**src/design/pwmtb_pkg.sv**
```systemverilog
// Purpose: Shared constants and types for the PWM time base and event block
// Assumes: 32-bit AHB-Lite data, each register on one aligned word
// Notes: Registers hold up to 16 bits in the low half; upper bits read as zero
package pwmtb_pkg;

  // Register byte offsets
  localparam logic [7:0] OFF_COUNT = 8'h00;
  localparam logic [7:0] OFF_PERIOD = 8'h04;
  localparam logic [7:0] OFF_COMPARE = 8'h08;
  localparam logic [7:0] OFF_PAIR_PIN = 8'h0c;
  localparam logic [7:0] OFF_CONTROL = 8'h10;
  localparam logic [7:0] OFF_STATUS = 8'h14;
  localparam logic [7:0] OFF_MASK = 8'h18;

  // Field positions
  localparam int CNT_W = 15;
  localparam int DIR_BIT = 15;
  localparam int PAIRS = 4;
  localparam int PMOD_LSB = 8;
  localparam int PENH_LSB = 4;
  localparam int PENL_LSB = 0;
  localparam int CTRL_RUN_BIT = 0;
  localparam int EV_TRIG_BIT = 0;
  localparam int EV_PERIOD_BIT = 1;
  localparam int EV_W = 2;

  // Reset values
  localparam logic [CNT_W-1:0] CNT_RST = 15'h0000;
  localparam logic [PAIRS-1:0] PAIR_RST = 4'h0;
  localparam logic [EV_W-1:0] EV_RST = 2'h0;
  localparam logic [31:0] WORD_ZERO = 32'h0000_0000;

  // Strap settle time: two synchroniser stages, then load
  localparam logic [1:0] STRAP_SETTLE = 2'h2;

  // AHB transfer type and size codes
  localparam logic [1:0] HTRANS_NONSEQ = 2'h2;
  localparam logic [2:0] HSIZE_WORD = 3'h2;

  // Time base direction
  typedef enum logic {
    PWMTB_UP = 1'b0,
    PWMTB_DOWN = 1'b1
  } pwmtb_dir_t;

  // Captured address phase
  typedef struct packed {
    logic valid;
    logic write;
    logic [7:0] addr;
  } pwmtb_req_t;

  // Per-pair pin ownership and mode
  typedef struct packed {
    logic [PAIRS-1:0] independent;
    logic [PAIRS-1:0] high_en;
    logic [PAIRS-1:0] low_en;
  } pwmtb_pins_t;

endpackage : pwmtb_pkg

```
**src/design/pwmtb_core.sv**
```systemverilog
// Purpose: PWM time base counter, period, special event trigger and pin ownership
// Assumes: One clock clk_sys at 40 MHz, asynchronous active-low reset
// Notes: AHB-Lite slave with zero wait states and OKAY responses only
//
// Functional notes
// - Count register bit 15 reads one when counting down, zero counting up.
// - Count register bits 14-0 hold the live count; software reads and writes.
// - Period register bits 14-0 hold a writable 15-bit period value.
// - Period register bit 15 reads zero and ignores writes.
// - Trigger fires on down-count when select is one, up-count when zero.
// - Trigger direction select is compared against the count direction flag.
// - Trigger compare value is compared against count bits 14-0.
// - Bits 11-8 per pair: one independent mode, zero complementary.
// - Bits 7-4 give each high pin to PWM when one, else GPIO.
// - Bits 3-0 give each low pin to PWM when one, else GPIO.
// - Bits 15-12 of pair mode and pin enable register read zero.
// - Pin enable reset state comes from a nonvolatile configuration strap.
//
// The address map and the AHB-Lite slave port were chosen for this implementation.
`timescale 1ns/100ps
module pwmtb_core
  import pwmtb_pkg::*;
(
  // Clock and reset
  input wire logic clk_sys,
  input wire logic rst_n,
  // AHB-Lite slave
  input wire logic hsel,
  input wire logic [31:0] haddr,
  input wire logic [1:0] htrans,
  input wire logic hwrite,
  input wire logic [2:0] hsize,
  input wire logic [31:0] hwdata,
  input wire logic hready,
  output logic [31:0] hrdata,
  output logic hreadyout,
  output logic hresp,
  // Nonvolatile pin ownership strap
  input wire logic cfg_pin_pwm_owned,
  // Pin ownership and pair mode
  output logic [PAIRS-1:0] pair_independent_select,
  output logic [PAIRS-1:0] high_pin_output_enable,
  output logic [PAIRS-1:0] low_pin_output_enable,
  // Events
  output logic special_event_trigger,
  output logic irq
);

  // Register state
  logic [CNT_W-1:0] timebase_count;
  pwmtb_dir_t count_down_flag;
  logic [CNT_W-1:0] timebase_period;
  logic [CNT_W-1:0] trigger_compare_value;
  logic trigger_direction_select;
  pwmtb_pins_t pins;
  logic run;
  logic [EV_W-1:0] ev_status;
  logic [EV_W-1:0] ev_mask;
  pwmtb_req_t req;

  // Strap synchroniser and load sequencing
  logic strap_meta;
  logic strap_sync;
  logic [1:0] strap_cnt;
  logic strap_loaded;

  // Bus decode
  logic addr_phase;
  logic wr_now;
  logic rd_status_now;
  logic trig_cond;
  logic trig_cond_q;
  logic trig_rise;
  logic period_hit;
  logic [EV_W-1:0] ev_set;

  // Reads a register by offset; unmapped offsets read as zero
  function automatic logic [31:0] read_mux(input logic [7:0] a);
    logic [31:0] v;
    v = WORD_ZERO;
    if (a == OFF_COUNT) begin
      v[DIR_BIT] = count_down_flag;
      v[CNT_W-1:0] = timebase_count;
    end else if (a == OFF_PERIOD) begin
      v[CNT_W-1:0] = timebase_period;
    end else if (a == OFF_COMPARE) begin
      v[DIR_BIT] = trigger_direction_select;
      v[CNT_W-1:0] = trigger_compare_value;
    end else if (a == OFF_PAIR_PIN) begin
      v[PMOD_LSB +: PAIRS] = pins.independent;
      v[PENH_LSB +: PAIRS] = pins.high_en;
      v[PENL_LSB +: PAIRS] = pins.low_en;
    end else if (a == OFF_CONTROL) begin
      v[CTRL_RUN_BIT] = run;
    end else if (a == OFF_STATUS) begin
      v[EV_W-1:0] = ev_status;
    end else if (a == OFF_MASK) begin
      v[EV_W-1:0] = ev_mask;
    end
    return v;
  endfunction : read_mux

  // Address phase accepted on hready; only the low byte of haddr decodes
  // hsize is not decoded: only whole-word access is expected
  assign addr_phase = hsel && (htrans == HTRANS_NONSEQ) && hready;
  assign wr_now = req.valid && req.write;
  assign rd_status_now = addr_phase && !hwrite && (haddr[7:0] == OFF_STATUS);

  // Address phase capture
  // A low hready keeps the request of a stalled bus in place
  always_ff @(posedge clk_sys or negedge rst_n) begin
    if (!rst_n) begin
      req <= '0;
    end else if (hready) begin
      req.valid <= addr_phase;
      req.write <= hwrite;
      req.addr <= haddr[7:0];
    end
  end

  // Read data is prepared at the address edge so the data phase needs no wait
  always_ff @(posedge clk_sys or negedge rst_n) begin
    if (!rst_n) begin
      hrdata <= WORD_ZERO;
    end else if (addr_phase && !hwrite) begin
      hrdata <= read_mux(haddr[7:0]);
    end
  end

  // Ready from the first clock after reset, always OKAY; registered so outputs come from flops
  always_ff @(posedge clk_sys or negedge rst_n) begin
    if (!rst_n) begin
      hreadyout <= 1'b0;
      hresp <= 1'b0;
    end else begin
      hreadyout <= 1'b1;
      hresp <= 1'b0;
    end
  end

  // Time base: continuous up/down between zero and the period.
  // A software write to the count wins over the counting step that cycle.
  // A zero period parks the count at zero while the flag keeps toggling.
  always_ff @(posedge clk_sys or negedge rst_n) begin
    if (!rst_n) begin
      timebase_count <= CNT_RST;
      count_down_flag <= PWMTB_UP;
    end else if (wr_now && req.addr == OFF_COUNT) begin
      timebase_count <= hwdata[CNT_W-1:0];
    end else if (run) begin
      if (count_down_flag == PWMTB_UP) begin
        if (timebase_count >= timebase_period) begin
          count_down_flag <= PWMTB_DOWN;
          if (timebase_count != CNT_RST) begin
            timebase_count <= timebase_count - 15'h0001;
          end
        end else begin
          timebase_count <= timebase_count + 15'h0001;
        end
      end else begin
        if (timebase_count == CNT_RST) begin
          count_down_flag <= PWMTB_UP;
          if (timebase_period != CNT_RST) begin
            timebase_count <= 15'h0001;
          end
        end else begin
          timebase_count <= timebase_count - 15'h0001;
        end
      end
    end
  end

  // Period, compare and control registers
  always_ff @(posedge clk_sys or negedge rst_n) begin
    if (!rst_n) begin
      timebase_period <= CNT_RST;
      trigger_compare_value <= CNT_RST;
      trigger_direction_select <= 1'b0;
      run <= 1'b0;
      ev_mask <= EV_RST;
    end else if (wr_now) begin
      if (req.addr == OFF_PERIOD) begin
        timebase_period <= hwdata[CNT_W-1:0];
      end else if (req.addr == OFF_COMPARE) begin
        trigger_direction_select <= hwdata[DIR_BIT];
        trigger_compare_value <= hwdata[CNT_W-1:0];
      end else if (req.addr == OFF_CONTROL) begin
        run <= hwdata[CTRL_RUN_BIT];
      end else if (req.addr == OFF_MASK) begin
        ev_mask <= hwdata[EV_W-1:0];
      end
    end
  end

  // Strap passes two flops before use
  // The strap stands in for the nonvolatile configuration word
  always_ff @(posedge clk_sys or negedge rst_n) begin
    if (!rst_n) begin
      strap_meta <= 1'b0;
      strap_sync <= 1'b0;
    end else begin
      strap_meta <= cfg_pin_pwm_owned;
      strap_sync <= strap_meta;
    end
  end

  // Count out the synchroniser latency before trusting the strap
  always_ff @(posedge clk_sys or negedge rst_n) begin
    if (!rst_n) begin
      strap_cnt <= 2'h0;
      strap_loaded <= 1'b0;
    end else if (!strap_loaded) begin
      if (strap_cnt == STRAP_SETTLE) begin
        strap_loaded <= 1'b1;
      end else begin
        strap_cnt <= strap_cnt + 2'h1;
      end
    end
  end

  // Pair mode and pin enables; enables take the strap once after reset.
  // A software write to the enables before the strap lands is overridden by the strap.
  always_ff @(posedge clk_sys or negedge rst_n) begin
    if (!rst_n) begin
      pins.independent <= PAIR_RST;
      pins.high_en <= PAIR_RST;
      pins.low_en <= PAIR_RST;
    end else if (!strap_loaded && strap_cnt == STRAP_SETTLE) begin
      pins.high_en <= {PAIRS{strap_sync}};
      pins.low_en <= {PAIRS{strap_sync}};
    end else if (wr_now && req.addr == OFF_PAIR_PIN) begin
      pins.independent <= hwdata[PMOD_LSB +: PAIRS];
      pins.high_en <= hwdata[PENH_LSB +: PAIRS];
      pins.low_en <= hwdata[PENL_LSB +: PAIRS];
    end
  end

  // Pin ownership outputs, three flops per pair
  // A cleared enable hands the pin back to general purpose I/O
  genvar g;
  generate
    for (g = 0; g < PAIRS; g++) begin : g_pair
      always_ff @(posedge clk_sys or negedge rst_n) begin
        if (!rst_n) begin
          pair_independent_select[g] <= 1'b0;
          high_pin_output_enable[g] <= 1'b0;
          low_pin_output_enable[g] <= 1'b0;
        end else begin
          pair_independent_select[g] <= pins.independent[g];
          high_pin_output_enable[g] <= pins.high_en[g];
          low_pin_output_enable[g] <= pins.low_en[g];
        end
      end
    end
  endgenerate

  // Trigger needs direction and count match together
  assign trig_cond = (trigger_direction_select == count_down_flag)
                     && (trigger_compare_value == timebase_count);
  assign period_hit = run && (count_down_flag == PWMTB_UP)
                      && (timebase_count == timebase_period);

  // Rising edge of the condition gives a single-cycle pulse.
  // All compared fields clear to zero and the flag to up, so the condition
  // already holds out of reset; the history flop starts high to match, or
  // every reset would fire a false trigger into the converter.
  assign trig_rise = trig_cond && !trig_cond_q;
  always_ff @(posedge clk_sys or negedge rst_n) begin
    if (!rst_n) begin
      trig_cond_q <= 1'b1;
      special_event_trigger <= 1'b0;
    end else begin
      trig_cond_q <= trig_cond;
      special_event_trigger <= trig_rise;
    end
  end

  // Event sources for the sticky status
  assign ev_set[EV_TRIG_BIT] = trig_rise;
  assign ev_set[EV_PERIOD_BIT] = period_hit;

  // Sticky status cleared by a read; a new event in the same cycle survives
  // The read returns the value from before the clear, so no event is lost
  always_ff @(posedge clk_sys or negedge rst_n) begin
    if (!rst_n) begin
      ev_status <= EV_RST;
    end else if (rd_status_now) begin
      ev_status <= ev_set;
    end else begin
      ev_status <= ev_status | ev_set;
    end
  end

  // Level interrupt while any unmasked status bit is set
  always_ff @(posedge clk_sys or negedge rst_n) begin
    if (!rst_n) begin
      irq <= 1'b0;
    end else begin
      irq <= |(ev_status & ev_mask);
    end
  end

endmodule : pwmtb_core

```
**config.mk**
```make
export PLATFORM = sky130hd
export DESIGN_NAME = pwmtb_core
export DESIGN_NICKNAME = d
export VERILOG_FILES = /design/src/design/pwmtb_pkg.sv /design/src/design/pwmtb_core.sv
export SDC_FILE = /design/constraint.sdc
export NUM_CORES = 1
export LEC_CHECK = 0
export BUFFER_PORTS_ARGS = -buffer_cell sky130_fd_sc_hd__buf_2
export CORE_ASPECT_RATIO = 0.9
export CORE_MARGIN = 10
export CORE_UTILIZATION = 50
export CTS_CLUSTER_DIAMETER = 200
export DETAILED_ROUTE_END_ITERATION = 6
export GPL_TIMING_DRIVEN = 0
export MAX_ROUTING_LAYER = met4
export PLACE_DENSITY = 0.77
export REMOVE_ABC_BUFFERS = 1
export SYNTH_ARGS = -nofsm -noshare
export SYNTH_HDL_FRONTEND = slang
export SYNTH_SLANG_ARGS = --single-unit
```
**constraint.sdc**
```tcl
create_clock -name clk_sys -period 4.3 [get_ports clk_sys]
set_input_delay 0.43 -clock clk_sys [delete_from_list [all_inputs] [get_ports clk_sys]]
set_output_delay 0.43 -clock clk_sys [all_outputs]
set_load 0.05 [all_outputs]
```
After elaboration in Yosys (flattened, before gate mapping)
Cells that the tools add are included. W data, S select, Z words.

Bits in registers: 111. Input bits: 75. Output and inout bits: 48. Logic and storage cells: 124.

Add/subtract/negate cells: 3. $lt $le $gt $ge: 1. Equality and inequality tests: 18. Multiplexer cells: 26. Bitwise logic cells: 10. Reduce and logical (&&, ||, !) cells: 31.

Operators by type and width (number): $mux W15 (8); $eq A8 B5 Y1 const B (5); $eq A8 B4 Y1 const B (4); $eq A15 B15 Y1 (2); $reduce_bool A15 Y1 (2); $eq A8 B3 Y1 const B (2); $logic_not A8 Y1 (2); $mux W16 (1); $mux W8 (2); $add A15 B1 Y15 const B (1); $ge A15 B15 Y1 (1); $logic_not A15 Y1 (1); $sub A15 B1 Y15 const B (1); $logic_and A1 B1 Y1 (12); $mux W12 (1); $mux W10 (1); $mux W1 (8); $mux W2 (4); $ne A4 B3 Y1 const B (2); $not A1 Y1 (8); $reduce_and A2 Y1 (4); $reduce_and A3 Y1 (2); $reduce_and A5 Y1 (1); $eq A2 B2 Y1 const B (2); other kinds (9) (12).

Logic depth before layout (Yosys ltp)
Word-level depth: 8. Gate-level depth with buffers: 13. Depth with buffers taken out: 10.

Worst setup path before layout
Ideal clock, no wire load.

Path kind: register to register. Start: register timebase_count[0]. End: register timebase_count[5]. Setup time: 0.118 ns. Arrival time: 2.827 ns. Data required time: 4.182 ns. Setup slack: 1.355 ns. Stages on the path, launching flop included: 13. Path through: dfrtp_1 clkbuf_1 inv_1 ha_1 or4b_1 or4_4 or2_0 buf_6 and2_0 mux2_4 a21oi_2 a311oi_1 a21o_1.

Word-level cells in the longest chain between the ends: 6. Elaborated cells on any way between the ends: 14.

Ends and longest elaborated chain: start, declared (RTL line pwmtb_core.sv:50) `logic [CNT_W-1:0] timebase_count;`; start signal, assigned (RTL line pwmtb_core.sv:149) `timebase_count <= hwdata[CNT_W-1:0];`; start signal, assigned (RTL line pwmtb_core.sv:155) `timebase_count <= timebase_count - 15'h0001;`; start signal, assigned (RTL line pwmtb_core.sv:158) `timebase_count <= timebase_count + 15'h0001;`; $sub A15 B1 Y15 (RTL line pwmtb_core.sv:155, pwmtb_core.sv:167); $mux W15 (RTL line pwmtb_core.sv:154) `if (timebase_count != CNT_RST) begin`; $mux W15 (RTL line pwmtb_core.sv:152) `if (timebase_count >= timebase_period) begin`; $mux W15 (RTL line pwmtb_core.sv:151) `if (count_down_flag == PWMTB_UP) begin`; $mux W15 (RTL line pwmtb_core.sv:150) `end else if (run) begin`; $mux W15 (RTL line pwmtb_core.sv:148) `end else if (wr_now && req.addr == OFF_COUNT) begin`.

Parallel ways exist; a longest one is shown, timed or not. The select of a mux whose other input is x is not followed. A chain may end at the register's enable or synchronous reset.

Final worst setup path
Start: register timebase_count[4]. End: register timebase_count[11].

Same word-level chain as after synthesis.

==> metrics.cfg <==
[setup_path]
timing.rr.end = timebase_count[11]
end_kind = register
worstPathMaxFanout = 23
rr_worst_depth = 9
arrival_ns = 3.96
crit_type = reg -> reg
crit_required_ns = 4.51
rrSetupSlack_ns = 0.55
rr_startpoint = timebase_count[4]
start_kind = register

[layout]
final_cell_count_no_fill = 825
n_antenna_cell = 0
area_growth_pct = 10.6
fin_nets = 758
drive_gt1_share_pct = 19.6
final_util_pct = 57.4

[timing]
tightest_slew_ns = 1.11
finalCritPeriodShare_pct = 87.2
hold_viol = 0
finalClockSkew_ns = 0.00688
clock.fmax_ghz = 0.267
rsz0062_at_grt = no
finalSetupViolations = 0
max_slew_margin_pct = 26.1
min_period_ns = 3.75
final_critical_path_setup_slack_ns = 0.550
fin_setup_tns_ns = 0
drv_slew = 0

[logic_synthesis]
synthCells = 629
ys_ff_latch = 111
synth_warnings = 0
synth.avg_cell_area_um2 = 9.59
yosysUniqueCellTypes = 61
synth_edf_count = 0
synthTopCellsByArea = dfrtp_1 46%, mux2_2 5.8%, nand2_1 5.4%
synth_area_leader_cell = dfrtp_1
yosysTopAreaCellShare_pct = 45.6
synth.most_common_cell = dfrtp_1
async_flop_share_pct = 100
yosysSeqAreaShare_pct = 46.1
syn_area_um2 = 6030
ys.flop_type = dfrtp_1
synth_common_cells = 110 x dfrtp_1, 87 x nand2_1, 60 x o21ai_0, 33 x clkbuf_1, 31 x mux2_2

[drt]
dr_wl_met2_mm = 7.17
routedWlPerCell_um = 18.5
dr_wl_met3_mm = 1.22
ant_nets = 0
vias = 4884
drc = 2
top_layer = met4
dr.pass1.iters = 7
drt_iter0_markers = 511
wl_met1_mm = 6.41
drt-total-wl_mm = 15.2
vias_per_cell = 5.92

[worst_hold_path]
hold_path.class = in -> async

[global_routing]
track_usage_pct = 18.7
grt_pass1_vias = 4828
grt_max_degree = 60
grt-ovfl-total = 0
grt_pass1_wl_mm = 24.8
antenna_found_initial = 0

[cts]
cts_tree = done
clockBufferDepth = 2
clk_pin_slew_ns = 0.07
cts_root_buffer = clkbuf_16
h-tree-depth = 3
clk_latency_ns = 0.36
post_cts.repair.setup_buffers = 0
cts_buffers = 9
cts_resized = 0
holdBufCountCts = 0
cts_sinks = 111

[placement]
routabilityCongestion = 0.955
dpl_worst_slack_ns = 0.619
io_buffers = 62
placed_cells = 809
dp.final_hpwl_mm = 11.2

[power]
p_per_area_nw_per_um2 = 432
p_sw_mw = 1.01
internal_power_mw = 1.88
swShare_pct = 34.9
max-vdd-ir-drop_mv = 0.254
power_mw = 2.88
p_comb_share_pct = 23.1
seq_power_share_pct = 46.9
pwr-share-clk_pct = 30.0
p_leak_nw = 3.04

[floorplanning]
fp.dieH_um = 124
rows = 37
ios = 123
die_w_um = 136
die-area_um2 = 16900
start_util_pct = 51.9
design.core.area_um2 = 11600

[run]
drv_cap = 0

[run_status]
status = complete, but fails checks
violations = design-rule violations

## how the worst max path moves through the flow
stage / start / slack, ns / end / cells past startpoint
after floorplan: timebase_count[12] / 1.17 / timebase_count[2] / 9
after global placement: req[0] / 0.20 / timebase_count[11] / 4
after detailed placement: timebase_count[4] / 0.62 / timebase_count[11] / 9
after CTS: timebase_count[4] / 0.59 / timebase_count[11] / 9
after global routing: timebase_count[0] / 0.23 / timebase_count[11] / 10
final: timebase_count[4] / 0.55 / timebase_count[11] / 9
## through the flow
| stage | hold WS [ns] | area, um^2 |
|---|---|---|
| after CTS | 0.127 | 6670 |
| after floorplan | 0.134 | 5770 |
| after global routing | 0.156 | 6670 |
| after detailed placement | 0.338 | 6360 |
| final | 0.107 | 6670 |
| after global placement | 0.338 | 6280 |
## critical path, cell delays in order (launching register included)
cell      delay [ns]
dfrtp_1         0.52
ha_1            0.37
a211oi_1        0.24
nor2_1          0.08
o31ai_1         0.48
nand3_1         0.81
nand2_1         0.58
nor2_1          0.09
nor4b_1         0.29
a221oi_1        0.13
## power by group through the flow
stage	Sequential (mW)	Clock (mW)	Combinational, mW
after floorplan	1.31	0	0.467
after global routing	1.37	0.919	0.745
after global placement	1.35	0	0.634
final	1.35	0.866	0.667
after detailed placement	1.36	0	0.663
after CTS	1.34	0.878	0.670
## area by class of cell
cell class | count | area (um^2)
clock buffers | 11 | 243
inverters | 27 | 101
clock inverters | 5 | 66.3
well taps | 156 | 195
flip-flops and latches | 111 | 2780
multi-input cells | 448 | 2910
fillers | 1006 | 4950
repair buffers | 67 | 378
## flip-flops by register name (all words and copies together), names as in the netlist, 4 cells and up
signal                   flops
hrdata                      16
timebase_count              15
timebase_period             15
trigger_compare_value       15
pins                        12
req                         10
high_pin_output_enable       4
low_pin_output_enable        4
pair_independent_select      4
## layout by cell type (no fill, tap or decap), types with 3 or more instances in the layout
| cell type | netlist | routed |
|---|---|---|
| mux2_2 | 31 | 31 |
| nor4_1 | 12 | 10 |
| o41ai_1 | 3 | 3 |
| buf_4 | 18 | 4 |
| a211oi_1 | 5 | 5 |
| inv_1 | 27 | 27 |
| a311oi_1 | 5 | 5 |
| or3_1 | 5 | 5 |
| ha_1 | 19 | 19 |
| nand3_1 | 15 | 15 |
| nor3_1 | 5 | 5 |
| o21ai_0 | 60 | 60 |
| o31ai_1 | 3 | 3 |
| a21oi_1 | 21 | 20 |
| or2_2 | 3 | 3 |
| nor2_1 | 28 | 27 |
| a31oi_1 | 10 | 10 |
| mux2i_1 | 20 | 20 |
| nand3b_1 | 3 | 3 |
| buf_2 | 4 | 61 |
| nand4_1 | 9 | 9 |
| o22ai_1 | 4 | 4 |
| nor4b_1 | 3 | 3 |
| a21o_1 | 6 | 6 |
| conb_1 | 2 | 18 |
| nand2_1 | 87 | 87 |
| and3_1 | 7 | 7 |
| a31o_2 | 5 | 5 |
| dfrtp_1 | 110 | 110 |
| xnor2_1 | 17 | 17 |
| clkbuf_16 | 0 | 9 |
| a221oi_1 | 12 | 12 |
## metal layers
metal	vias to the layer above	GRT usage (%)
li1	2273	-
met1	2383	23.7
met2	192	28.4
met3	36	3.42
met4	0	8.31
met5	-	-
## cell families (layout without fill, tap and decap cells)
| family | count (synthesis) | in the layout | share of synthesized area [%] |
|---|---|---|---|
| simple gates | 196 | 196 | 15.8 |
| compound gates | 146 | 146 | 15.3 |
| flops | 111 | 111 | 46.1 |
| buf+inv | 86 | 110 | 6.97 |
| mux | 52 | 52 | 9.35 |
| fa+ha+maj | 19 | 19 | 3.94 |
| xor+xnor | 17 | 17 | 2.47 |
| other cells | 2 | 18 | 0.125 |
Power figures use the tool's default switching activity.
